==> config.mk <==
export PLATFORM = sky130hd
export DESIGN_NAME = ebcs_sequencer
export DESIGN_NICKNAME = d
export VERILOG_FILES = /design/src/verilog/ebcs_pkg.sv /design/src/verilog/ebcs_sync.sv /design/src/verilog/ebcs_phase_timer.sv /design/src/verilog/ebcs_sequencer.sv
export SDC_FILE = /design/constraint.sdc
export NUM_CORES = 1
export LEC_CHECK = 0
export BUFFER_PORTS_ARGS = -buffer_cell sky130_fd_sc_hd__buf_2
export CAP_MARGIN = 20
export CORE_MARGIN = 1.5
export CORE_UTILIZATION = 55
export CTS_BUF_LIST = sky130_fd_sc_hd__clkbuf_8
export DETAILED_ROUTE_END_ITERATION = 10
export PLACE_DENSITY = 0.91
export SLEW_MARGIN = 10
export SYNTH_ARGS = -nofsm -noshare
export SYNTH_HDL_FRONTEND = slang
export SYNTH_SLANG_ARGS = --single-unit
==> constraint.sdc <==
create_clock -name clk -period 8.9 [get_ports clk]
set_input_delay 0.89 -clock clk [delete_from_list [all_inputs] [get_ports clk]]
set_output_delay 0.89 -clock clk [all_outputs]
set_load 0.02 [all_outputs]
==> src/verilog/ebcs_pkg.sv <==
// constants and carrier types of the external bus cycle sequencer
// assumes one system clock; all phase lengths count system clock periods
package ebcs_pkg;

    localparam int ADDR_W = 24;
    localparam int DATA_W = 16;
    localparam int CS_NUM = 4;
    localparam int CS_W   = 2;
    localparam int LEN_W  = 6;

    // phase length figures in clock units
    localparam logic [LEN_W-1:0] LEN_ZERO = 6'h00;
    localparam logic [LEN_W-1:0] LEN_ONE  = 6'h01;
    localparam logic [LEN_W-1:0] AB_SHORT = 6'h01;
    localparam logic [LEN_W-1:0] AB_LONG  = 6'h02;

    // bus cycle phases
    typedef enum logic [2:0] {
        PH_IDLE,
        PH_ADDR,
        PH_CMD,
        PH_SETUP,
        PH_ACCESS,
        PH_WAIT,
        PH_HOLD
    } ebcs_phase_e;

    // timing and mode of one chip select window
    typedef struct packed {
        logic       muxMode;               // shared address/data lines
        logic       readyEnable;           // access stretched by ready
        logic       readyActiveHigh;       // ready polarity
        logic       readyAsync;            // extra sync stage on ready
        logic       addressSetupPhaseLen;  // 0: one unit, 1: two units
        logic [1:0] windowChangeExt;       // extra units on window change
        logic [1:0] commandDelayPhaseLen;  // 0..3 units
        logic       writeSetupTurnaroundLen; // 0..1 unit
        logic [4:0] accessPhaseLen;        // units minus one, 1..32
        logic [1:0] holdPhaseLen;          // 0..3 units
    } ebcs_cs_cfg_s;

    // one bus cycle request from the core side
    typedef struct packed {
        logic              write;
        logic [CS_W-1:0]   cs;
        logic [ADDR_W-1:0] addr;
        logic [DATA_W-1:0] wdata;
        logic [1:0]        byteEn;   // bit1 upper byte, bit0 lower byte
    } ebcs_req_s;

    // registered bus pin outputs
    typedef struct packed {
        logic [ADDR_W-1:0] addr;
        logic [CS_NUM-1:0] csN;
        logic              rdN;
        logic              wrLowN;
        logic              wrHighN;
        logic              upperByteEnableN;
        logic              ale;
        logic [DATA_W-1:0] dataOut;
        logic              dataOutEnN;
    } ebcs_pins_s;

    localparam logic [CS_NUM-1:0] CS_NONE = 4'hF;
    localparam logic [ADDR_W-1:0] ADDR_RST = 24'h000000;
    localparam logic [DATA_W-1:0] DATA_RST = 16'h0000;

    localparam ebcs_pins_s PINS_IDLE = '{
        addr: ADDR_RST, csN: CS_NONE, rdN: 1'b1, wrLowN: 1'b1,
        wrHighN: 1'b1, upperByteEnableN: 1'b1, ale: 1'b0,
        dataOut: DATA_RST, dataOutEnN: 1'b1};

endpackage

==> src/verilog/ebcs_sync.sv <==
// two-flop synchroniser for a level from outside the clock domain
// assumes the input may change at any time relative to clk
`timescale 1ns/100ps
`default_nettype none
module ebcs_sync (
    input  wire logic clk,
    input  wire logic resetn,
    input  wire logic levelIn,
    output logic      levelOut
);
    logic meta_q;
    logic stable_q;

    // first flop feeds only the second
    always_ff @(posedge clk or negedge resetn) begin
        if (!resetn) begin
            meta_q   <= 1'b0;
            stable_q <= 1'b0;
        end else begin
            meta_q   <= levelIn;
            stable_q <= meta_q;
        end
    end

    assign levelOut = stable_q;
endmodule
`default_nettype wire

==> src/verilog/ebcs_phase_timer.sv <==
// down counter timing the length of one bus cycle phase
// assumes load on phase entry with a length of at least one
`timescale 1ns/100ps
`default_nettype none
module ebcs_phase_timer (
    input  wire logic                       clk,
    input  wire logic                       resetn,
    input  wire logic                       load,
    input  wire logic [ebcs_pkg::LEN_W-1:0] loadVal,
    output logic                            done
);
    logic [ebcs_pkg::LEN_W-1:0] count_q;

    // count down once per clock unit
    always_ff @(posedge clk or negedge resetn) begin
        if (!resetn) begin
            count_q <= ebcs_pkg::LEN_ZERO;
        end else if (load) begin
            count_q <= loadVal;
        end else if (count_q != ebcs_pkg::LEN_ZERO) begin
            count_q <= count_q - ebcs_pkg::LEN_ONE;
        end
    end

    // last unit of the phase
    assign done = (count_q <= ebcs_pkg::LEN_ONE);
endmodule
`default_nettype wire

==> src/verilog/ebcs_sequencer.sv <==
// external bus cycle sequencer: runs six-phase bus cycles to external
// memories with per-window timing and an optional ready handshake
// assumes a static per-window config and one request at a time
`timescale 1ns/100ps
`default_nettype none
module ebcs_sequencer (
    input  wire logic                       clk,
    input  wire logic                       resetn,
    input  wire ebcs_pkg::ebcs_cs_cfg_s [ebcs_pkg::CS_NUM-1:0]
                                            chipSelectPhaseTimingCfg,
    input  wire logic                       highSpeedDriverEn,
    input  wire logic                       reqValid,
    output logic                            reqReady,
    input  wire ebcs_pkg::ebcs_req_s        reqIn,
    output logic                            rspValid,
    output logic [ebcs_pkg::DATA_W-1:0]     rspData,
    output logic                            busBusy,
    output logic                            handshakeWaitState,
    output logic                            externalClockPinOut,
    output ebcs_pkg::ebcs_pins_s            busPins,
    input  wire logic [ebcs_pkg::DATA_W-1:0] dataIn,
    input  wire logic                       readyIn
);
    ebcs_pkg::ebcs_phase_e      state_q;
    ebcs_pkg::ebcs_phase_e      state_d;
    ebcs_pkg::ebcs_req_s        cur_q;
    ebcs_pkg::ebcs_req_s        nextReq;
    ebcs_pkg::ebcs_cs_cfg_s     cfg;
    ebcs_pkg::ebcs_cs_cfg_s     newCfg;
    ebcs_pkg::ebcs_pins_s       pins_q;
    ebcs_pkg::ebcs_pins_s       pins_d;
    logic [ebcs_pkg::CS_W-1:0]  lastCs_q;
    logic                       lastValid_q;
    logic [ebcs_pkg::DATA_W-1:0] rspData_q;
    logic                       rspValid_q;
    logic                       readySync;
    logic                       readyLate_q;
    logic                       readyLevel;
    logic                       readyActive;
    logic                       windowChange;
    logic                       accept;
    logic                       finish;
    logic                       timerLoad;
    logic                       timerDone;
    logic [ebcs_pkg::LEN_W-1:0] timerVal;

    // length in units of a given phase for a given window config
    function automatic logic [ebcs_pkg::LEN_W-1:0] phaseLen(
        input ebcs_pkg::ebcs_phase_e  ph,
        input ebcs_pkg::ebcs_cs_cfg_s c,
        input logic                   ext
    );
        logic [ebcs_pkg::LEN_W-1:0] len;
        len = ebcs_pkg::LEN_ZERO;
        unique case (ph)
            ebcs_pkg::PH_ADDR: begin
                len = c.addressSetupPhaseLen ? ebcs_pkg::AB_LONG
                                             : ebcs_pkg::AB_SHORT;
                if (ext) begin
                    len = len + {4'h0, c.windowChangeExt};
                end
            end
            ebcs_pkg::PH_CMD:
                len = {4'h0, c.commandDelayPhaseLen};
            ebcs_pkg::PH_SETUP:
                len = {5'h00, c.writeSetupTurnaroundLen};
            ebcs_pkg::PH_ACCESS:
                len = {1'b0, c.accessPhaseLen} + ebcs_pkg::LEN_ONE;
            ebcs_pkg::PH_HOLD:
                len = {4'h0, c.holdPhaseLen};
            ebcs_pkg::PH_IDLE,
            ebcs_pkg::PH_WAIT:
                len = ebcs_pkg::LEN_ZERO;
        endcase
        return len;
    endfunction

    assign cfg    = chipSelectPhaseTimingCfg[cur_q.cs];
    assign newCfg = chipSelectPhaseTimingCfg[reqIn.cs];

    // window change since the previous cycle
    assign windowChange = !lastValid_q || (reqIn.cs != lastCs_q);

    // ready pin through two flops, async adds one more
    ebcs_sync u_readySync (
        .clk      (clk),
        .resetn   (resetn),
        .levelIn  (readyIn),
        .levelOut (readySync)
    );

    // extra stage for asynchronous ready
    always_ff @(posedge clk or negedge resetn) begin
        if (!resetn) begin
            readyLate_q <= 1'b0;
        end else begin
            readyLate_q <= readySync;
        end
    end

    assign readyLevel  = cfg.readyAsync ? readyLate_q : readySync;
    assign readyActive = (readyLevel == cfg.readyActiveHigh);

    // cycle end may chain straight into the next request
    always_comb begin
        reqReady = 1'b0;
        unique case (state_q)
            ebcs_pkg::PH_IDLE:
                reqReady = 1'b1;
            ebcs_pkg::PH_HOLD:
                reqReady = timerDone;
            ebcs_pkg::PH_ACCESS,
            ebcs_pkg::PH_WAIT:
                reqReady = finish && (cfg.holdPhaseLen == 2'h0);
            ebcs_pkg::PH_ADDR,
            ebcs_pkg::PH_CMD,
            ebcs_pkg::PH_SETUP:
                reqReady = 1'b0;
        endcase
    end

    assign accept = reqValid && reqReady;

    // timer ends access, gated by ready when enabled; ready alone ends wait
    always_comb begin
        finish = 1'b0;
        if (state_q == ebcs_pkg::PH_ACCESS) begin
            finish = timerDone && (!cfg.readyEnable || readyActive);
        end else if (state_q == ebcs_pkg::PH_WAIT) begin
            finish = readyActive;
        end
    end

    // phase order with zero-length phases skipped
    always_comb begin
        state_d = state_q;
        unique case (state_q)
            ebcs_pkg::PH_IDLE:
                state_d = ebcs_pkg::PH_IDLE;
            ebcs_pkg::PH_ADDR:
                if (timerDone) begin
                    if (cfg.commandDelayPhaseLen != 2'h0) begin
                        state_d = ebcs_pkg::PH_CMD;
                    end else if (cfg.writeSetupTurnaroundLen) begin
                        state_d = ebcs_pkg::PH_SETUP;
                    end else begin
                        state_d = ebcs_pkg::PH_ACCESS;
                    end
                end
            ebcs_pkg::PH_CMD:
                if (timerDone) begin
                    state_d = cfg.writeSetupTurnaroundLen
                            ? ebcs_pkg::PH_SETUP : ebcs_pkg::PH_ACCESS;
                end
            ebcs_pkg::PH_SETUP:
                if (timerDone) begin
                    state_d = ebcs_pkg::PH_ACCESS;
                end
            ebcs_pkg::PH_ACCESS:
                if (timerDone && !finish) begin
                    state_d = ebcs_pkg::PH_WAIT;
                end
            ebcs_pkg::PH_WAIT:
                state_d = ebcs_pkg::PH_WAIT;
            ebcs_pkg::PH_HOLD:
                if (timerDone) begin
                    state_d = ebcs_pkg::PH_IDLE;
                end
        endcase
        if (finish) begin
            state_d = (cfg.holdPhaseLen == 2'h0)
                    ? ebcs_pkg::PH_IDLE : ebcs_pkg::PH_HOLD;
        end
        if (accept) begin
            state_d = ebcs_pkg::PH_ADDR;
        end
    end

    // phase timer loads on every phase entry
    assign timerLoad = accept || (state_d != state_q);
    assign timerVal  = accept ? phaseLen(ebcs_pkg::PH_ADDR, newCfg,
                                         windowChange)
                              : phaseLen(state_d, cfg, 1'b0);

    ebcs_phase_timer u_timer (
        .clk     (clk),
        .resetn  (resetn),
        .load    (timerLoad),
        .loadVal (timerVal),
        .done    (timerDone)
    );

    // phase state
    always_ff @(posedge clk or negedge resetn) begin
        if (!resetn) begin
            state_q <= ebcs_pkg::PH_IDLE;
        end else begin
            state_q <= state_d;
        end
    end

    // request held for the running cycle
    always_ff @(posedge clk or negedge resetn) begin
        if (!resetn) begin
            cur_q       <= '0;
            lastCs_q    <= '0;
            lastValid_q <= 1'b0;
        end else if (accept) begin
            cur_q       <= reqIn;
            lastCs_q    <= reqIn.cs;
            lastValid_q <= 1'b1;
        end
    end

    assign nextReq = accept ? reqIn : cur_q;

    // pin levels for the phase entered at the next edge
    always_comb begin
        logic mux;
        logic inCmd;
        logic active;
        mux    = accept ? newCfg.muxMode : cfg.muxMode;
        inCmd  = (state_d == ebcs_pkg::PH_ACCESS)
              || (state_d == ebcs_pkg::PH_WAIT);
        active = (state_d != ebcs_pkg::PH_IDLE);
        pins_d = pins_q;
        pins_d.rdN        = 1'b1;
        pins_d.wrLowN     = 1'b1;
        pins_d.wrHighN    = 1'b1;
        pins_d.ale        = 1'b0;
        pins_d.csN        = ebcs_pkg::CS_NONE;
        pins_d.dataOutEnN = 1'b1;
        pins_d.upperByteEnableN = 1'b1;
        if (active) begin
            pins_d.addr = nextReq.addr;
            pins_d.csN[nextReq.cs] = 1'b0;
            pins_d.upperByteEnableN = !nextReq.byteEn[1];
            pins_d.dataOut = nextReq.wdata;
            if (inCmd) begin
                pins_d.rdN     = nextReq.write;
                pins_d.wrLowN  = !(nextReq.write && nextReq.byteEn[0]);
                pins_d.wrHighN = !(nextReq.write && nextReq.byteEn[1]);
            end
            // write data from setup through hold
            if (nextReq.write && (state_d != ebcs_pkg::PH_ADDR)
                && (state_d != ebcs_pkg::PH_CMD)) begin
                pins_d.dataOutEnN = 1'b0;
            end
        end
        if (mux && ((state_d == ebcs_pkg::PH_ADDR)
                    || (state_d == ebcs_pkg::PH_CMD))) begin
            pins_d.dataOut    = nextReq.addr[ebcs_pkg::DATA_W-1:0];
            pins_d.dataOutEnN = 1'b0;
            pins_d.ale        = (state_d == ebcs_pkg::PH_ADDR);
        end
    end

    // pin registers
    always_ff @(posedge clk or negedge resetn) begin
        if (!resetn) begin
            pins_q <= ebcs_pkg::PINS_IDLE;
        end else begin
            pins_q <= pins_d;
        end
    end

    // read data latched as the read strobe rises
    always_ff @(posedge clk or negedge resetn) begin
        if (!resetn) begin
            rspData_q  <= ebcs_pkg::DATA_RST;
            rspValid_q <= 1'b0;
        end else begin
            rspValid_q <= finish;
            if (finish && !cur_q.write) begin
                rspData_q <= dataIn;
            end
        end
    end

    // status taken from the phase state
    always_ff @(posedge clk or negedge resetn) begin
        if (!resetn) begin
            busBusy            <= 1'b0;
            handshakeWaitState <= 1'b0;
        end else begin
            busBusy            <= (state_d != ebcs_pkg::PH_IDLE);
            handshakeWaitState <= (state_d == ebcs_pkg::PH_WAIT);
        end
    end

    // system clock to the pin when its driver is on
    assign externalClockPinOut = highSpeedDriverEn ? clk : 1'b0;

    assign busPins  = pins_q;
    assign rspValid = rspValid_q;
    assign rspData  = rspData_q;
endmodule
`default_nettype wire

==> impl_metrics.tcl <==
set metrics [dict create \
    status "finished clean" \
    tightestPinTransition_ns 0.9373 \
    clk_latency_ns 0.53 \
    synth_seq_cells 129 \
    synth_edf_count 0 \
    multi_input_area_sq_um 2577 \
    min_path_type "reg2reg" \
    hold_depth 0 \
    n_fill_cell 781 \
    synth_top_family_by_area "multiplexers" \
    num_antenna_cells 0 \
    rows 38 \
    io_pins 205 \
    critPathArrivalTime_ns 4.94 \
    dp.cells 830 \
    relSlewSlack_pct 37.52 \
    setup_tns_ns 0 \
    dieWidth_microns 108.7 \
    syn_area_sq_um 6150 \
    seq_area_frac_synth_pct 52.68 \
    grt_max_degree 76 \
    area_growth_pct 24.58 \
    async_flop_share_pct 100.0 \
    setup-violations-final 0 \
    ctsHoldBuffers 0 \
    synth_compound_area_share_pct 11.03 \
    hp-start "u_readySync.meta_q" \
    numPortBuffers 204 \
    pwr_density_cell_nw_per_um2 412.5 \
    clk_pin_slew_ns 0.08 \
    r2r-start "cur_q[42]" \
    wire_per_inst_microns 17.88 \
    finClkSkew_ns 0.01251 \
    dieArea_sq_um 11820 \
    grt_antenna_before_repair 0 \
    hold_end "u_readySync.levelOut" \
    finalNetCount 852 \
    viasPerCell 5.571 \
    synth_xor_area_share_pct 1.546 \
    synth-main-ff-cell "dfrtp_1" \
    yosys.area_share.simple_pct 8.566 \
    grt_pass1_vias 5024 \
    yosysUniqueCellTypes 64 \
    cts_resized 0 \
    final_layout_size_suffix_gt1_share_pct 44.55 \
    dp_hpwl_microns 11250 \
    ys_warn_count 0 \
    coreArea_sq_um 10890 \
    r2r_slack_ns 4.45 \
    synth_top_cell_by_area "dfrtp_1" \
    finalPower_w 0.003160 \
    num_vias 4819 \
    crit_path_end_kind "output pin" \
    die_height_microns 108.7 \
    cap_violations 0 \
    required_ns 8.01 \
    worst-setup-path-type "clk2out" \
    avgSynthCellArea_sq_um 12.18 \
    grt_pass1_wl_microns 23990 \
    final_antenna_net_count 0 \
    worst_r2r_path_depth 9 \
    totalWireLength_microns 15470 \
    fin_util_pct 70.36 \
    drv_slew 0 \
    cts_setup_buffers 0 \
    drtIter0Drc 244 \
    place_congestion 0.9099 \
    p_leak_nw 3.932 \
    initial_utilization_pct 56.48 \
    seq_area_sq_um 3239 \
    setup.worst_path.start_class "clock port" \
    irDropWorstVdd_mv 0.2229 \
    cts_tree "built" \
    r2r-end "u_timer.count_q[0]" \
    stdcell_count 865 \
    rsz0062_at_grt "false" \
    finalHoldViolCount 0 \
    synth-adder-area-share_pct 1.343 \
    synth_area_leaders "dfrtp_1 49%, mux2i_1 6.0%, mux4_2 5.5%" \
    synth_nets 645 \
    syn_inst 505 \
    drt-pass1-iter-count 5 \
    synthMuxAreaShare_pct 19.43 \
    cp_max_fo 2 \
    yosys.area.top_type_share_pct 48.83 \
    grt-ovfl-total 0 \
    grt_usage_pct 26.76 \
    drc 0 \
]
[Yosys cell counts, types with 2 or more instances]
| master | count |
|---|---|
| a211oi_1 | 2 |
| nor3_1 | 7 |
| a21oi_1 | 26 |
| mux4_2 | 15 |
| dfrtp_1 | 120 |
| o221ai_1 | 6 |
| nor3b_1 | 2 |
| mux2_1 | 6 |
| mux2i_1 | 37 |
| xor2_1 | 3 |
| a221o_1 | 2 |
| a21boi_0 | 2 |
| dfstp_2 | 9 |
| ha_1 | 5 |
| xnor2_1 | 6 |
| clkbuf_2 | 2 |
| mux2_2 | 29 |
| inv_1 | 47 |
| nand2_1 | 41 |
| o211ai_1 | 2 |
| nor4_1 | 2 |
| o21ai_0 | 11 |
| nand4_1 | 2 |
| nor2_2 | 2 |
| nor2_1 | 32 |
| and3_1 | 3 |
| o221ai_2 | 10 |
| o211a_1 | 2 |
| o32a_1 | 2 |
| buf_6 | 4 |
| mux4_1 | 3 |
| buf_2 | 11 |
| clkbuf_1 | 6 |
| nand3_1 | 12 |
| o21a_1 | 3 |
| o22ai_1 | 3 |
[critical path, stage by stage]
cell and delay, ns:
clkbuf_8 0.11, clkbuf_8 0.12, and2_1 0.12, buf_2 0.15
[cells by family after synthesis]
family          count (synthesis)
xor+xnor                       10
simple gates                  113
compound gates                 84
fa+ha+maj                       6
flops                         129
mux                            91
buf+inv                        72
[where the power goes]
| group | switching, W | internal, W | leakage, nW |
|---|---|---|---|
| Clock | 0.000254 | 0.000263 | 0.208 |
| Sequential | 0.000160 | 0.000879 | 1.56 |
| Combinational | 0.000967 | 0.000637 | 2.17 |
| Total | 0.00138 | 0.00178 | 3.93 |
[worst max path at each step]
stage,from,endpoint,slack [ns],depth (start not counted)
finish,clk,externalClockPinOut,3.07,4
CTS,clk,externalClockPinOut,3.06,4
floorplan,clk,externalClockPinOut,3.38,1
detailed placement,clk,externalClockPinOut,3.30,2
global route,clk,externalClockPinOut,3.05,4
global placement,clk,externalClockPinOut,3.30,2
[per-layer routing]
layer  wire length, microns  track usage [%]
met1                   6022            32.14
met2                   7972            45.46
met3                   1257            8.428
met4                    213            9.398
met5                      0                0
[layout by cell type (no fill, tap or decap), types with 3 or more instances in the layout]
cell type / n
mux2_1: 6
inv_1: 47
xor2_1: 3
xnor2_1: 6
and3_1: 3
buf_2: 203
o221ai_2: 10
mux4_1: 3
o21ai_0: 11
o22ai_1: 3
dfrtp_1: 120
mux4_2: 15
nor3_1: 7
inv_6: 5
mux2_2: 29
clkbuf_8: 21
ha_1: 5
nand3_1: 12
dfstp_2: 9
o21a_1: 3
nor2_1: 32
a21oi_1: 26
buf_4: 5
mux2i_1: 37
clkinvlp_4: 5
o221ai_1: 6
nand2_1: 41
[state kept, by name, summed over array words and instances (netlist names), 2 cells and up]
name             count
rspData             16
lastCs_q             2
u_timer.count_q      6
cur_q               45
state_q              3
busPins             50
[stage by stage]
stage	hold slack, ns	setup slack, ns	cell area (sq um)
final	0.3523	3.068	7661
after global placement	0.3363	3.305	7231
after detailed placement	0.3358	3.305	7242
after floorplan	0.3312	3.377	6150
after CTS	0.3547	3.062	7661
after global routing	0.3580	3.045	7661
[final cells by class]
cell class	instances	area share [%]
flip-flops and latches	129	42.28
multi-input cells	304	33.64
repair buffers	208	13.83
clock buffers	22	3.838
inverters	48	2.417
well taps	140	2.286
clock inverters	14	1.699
No activity file was read; power rests on OpenSTA's default activity.
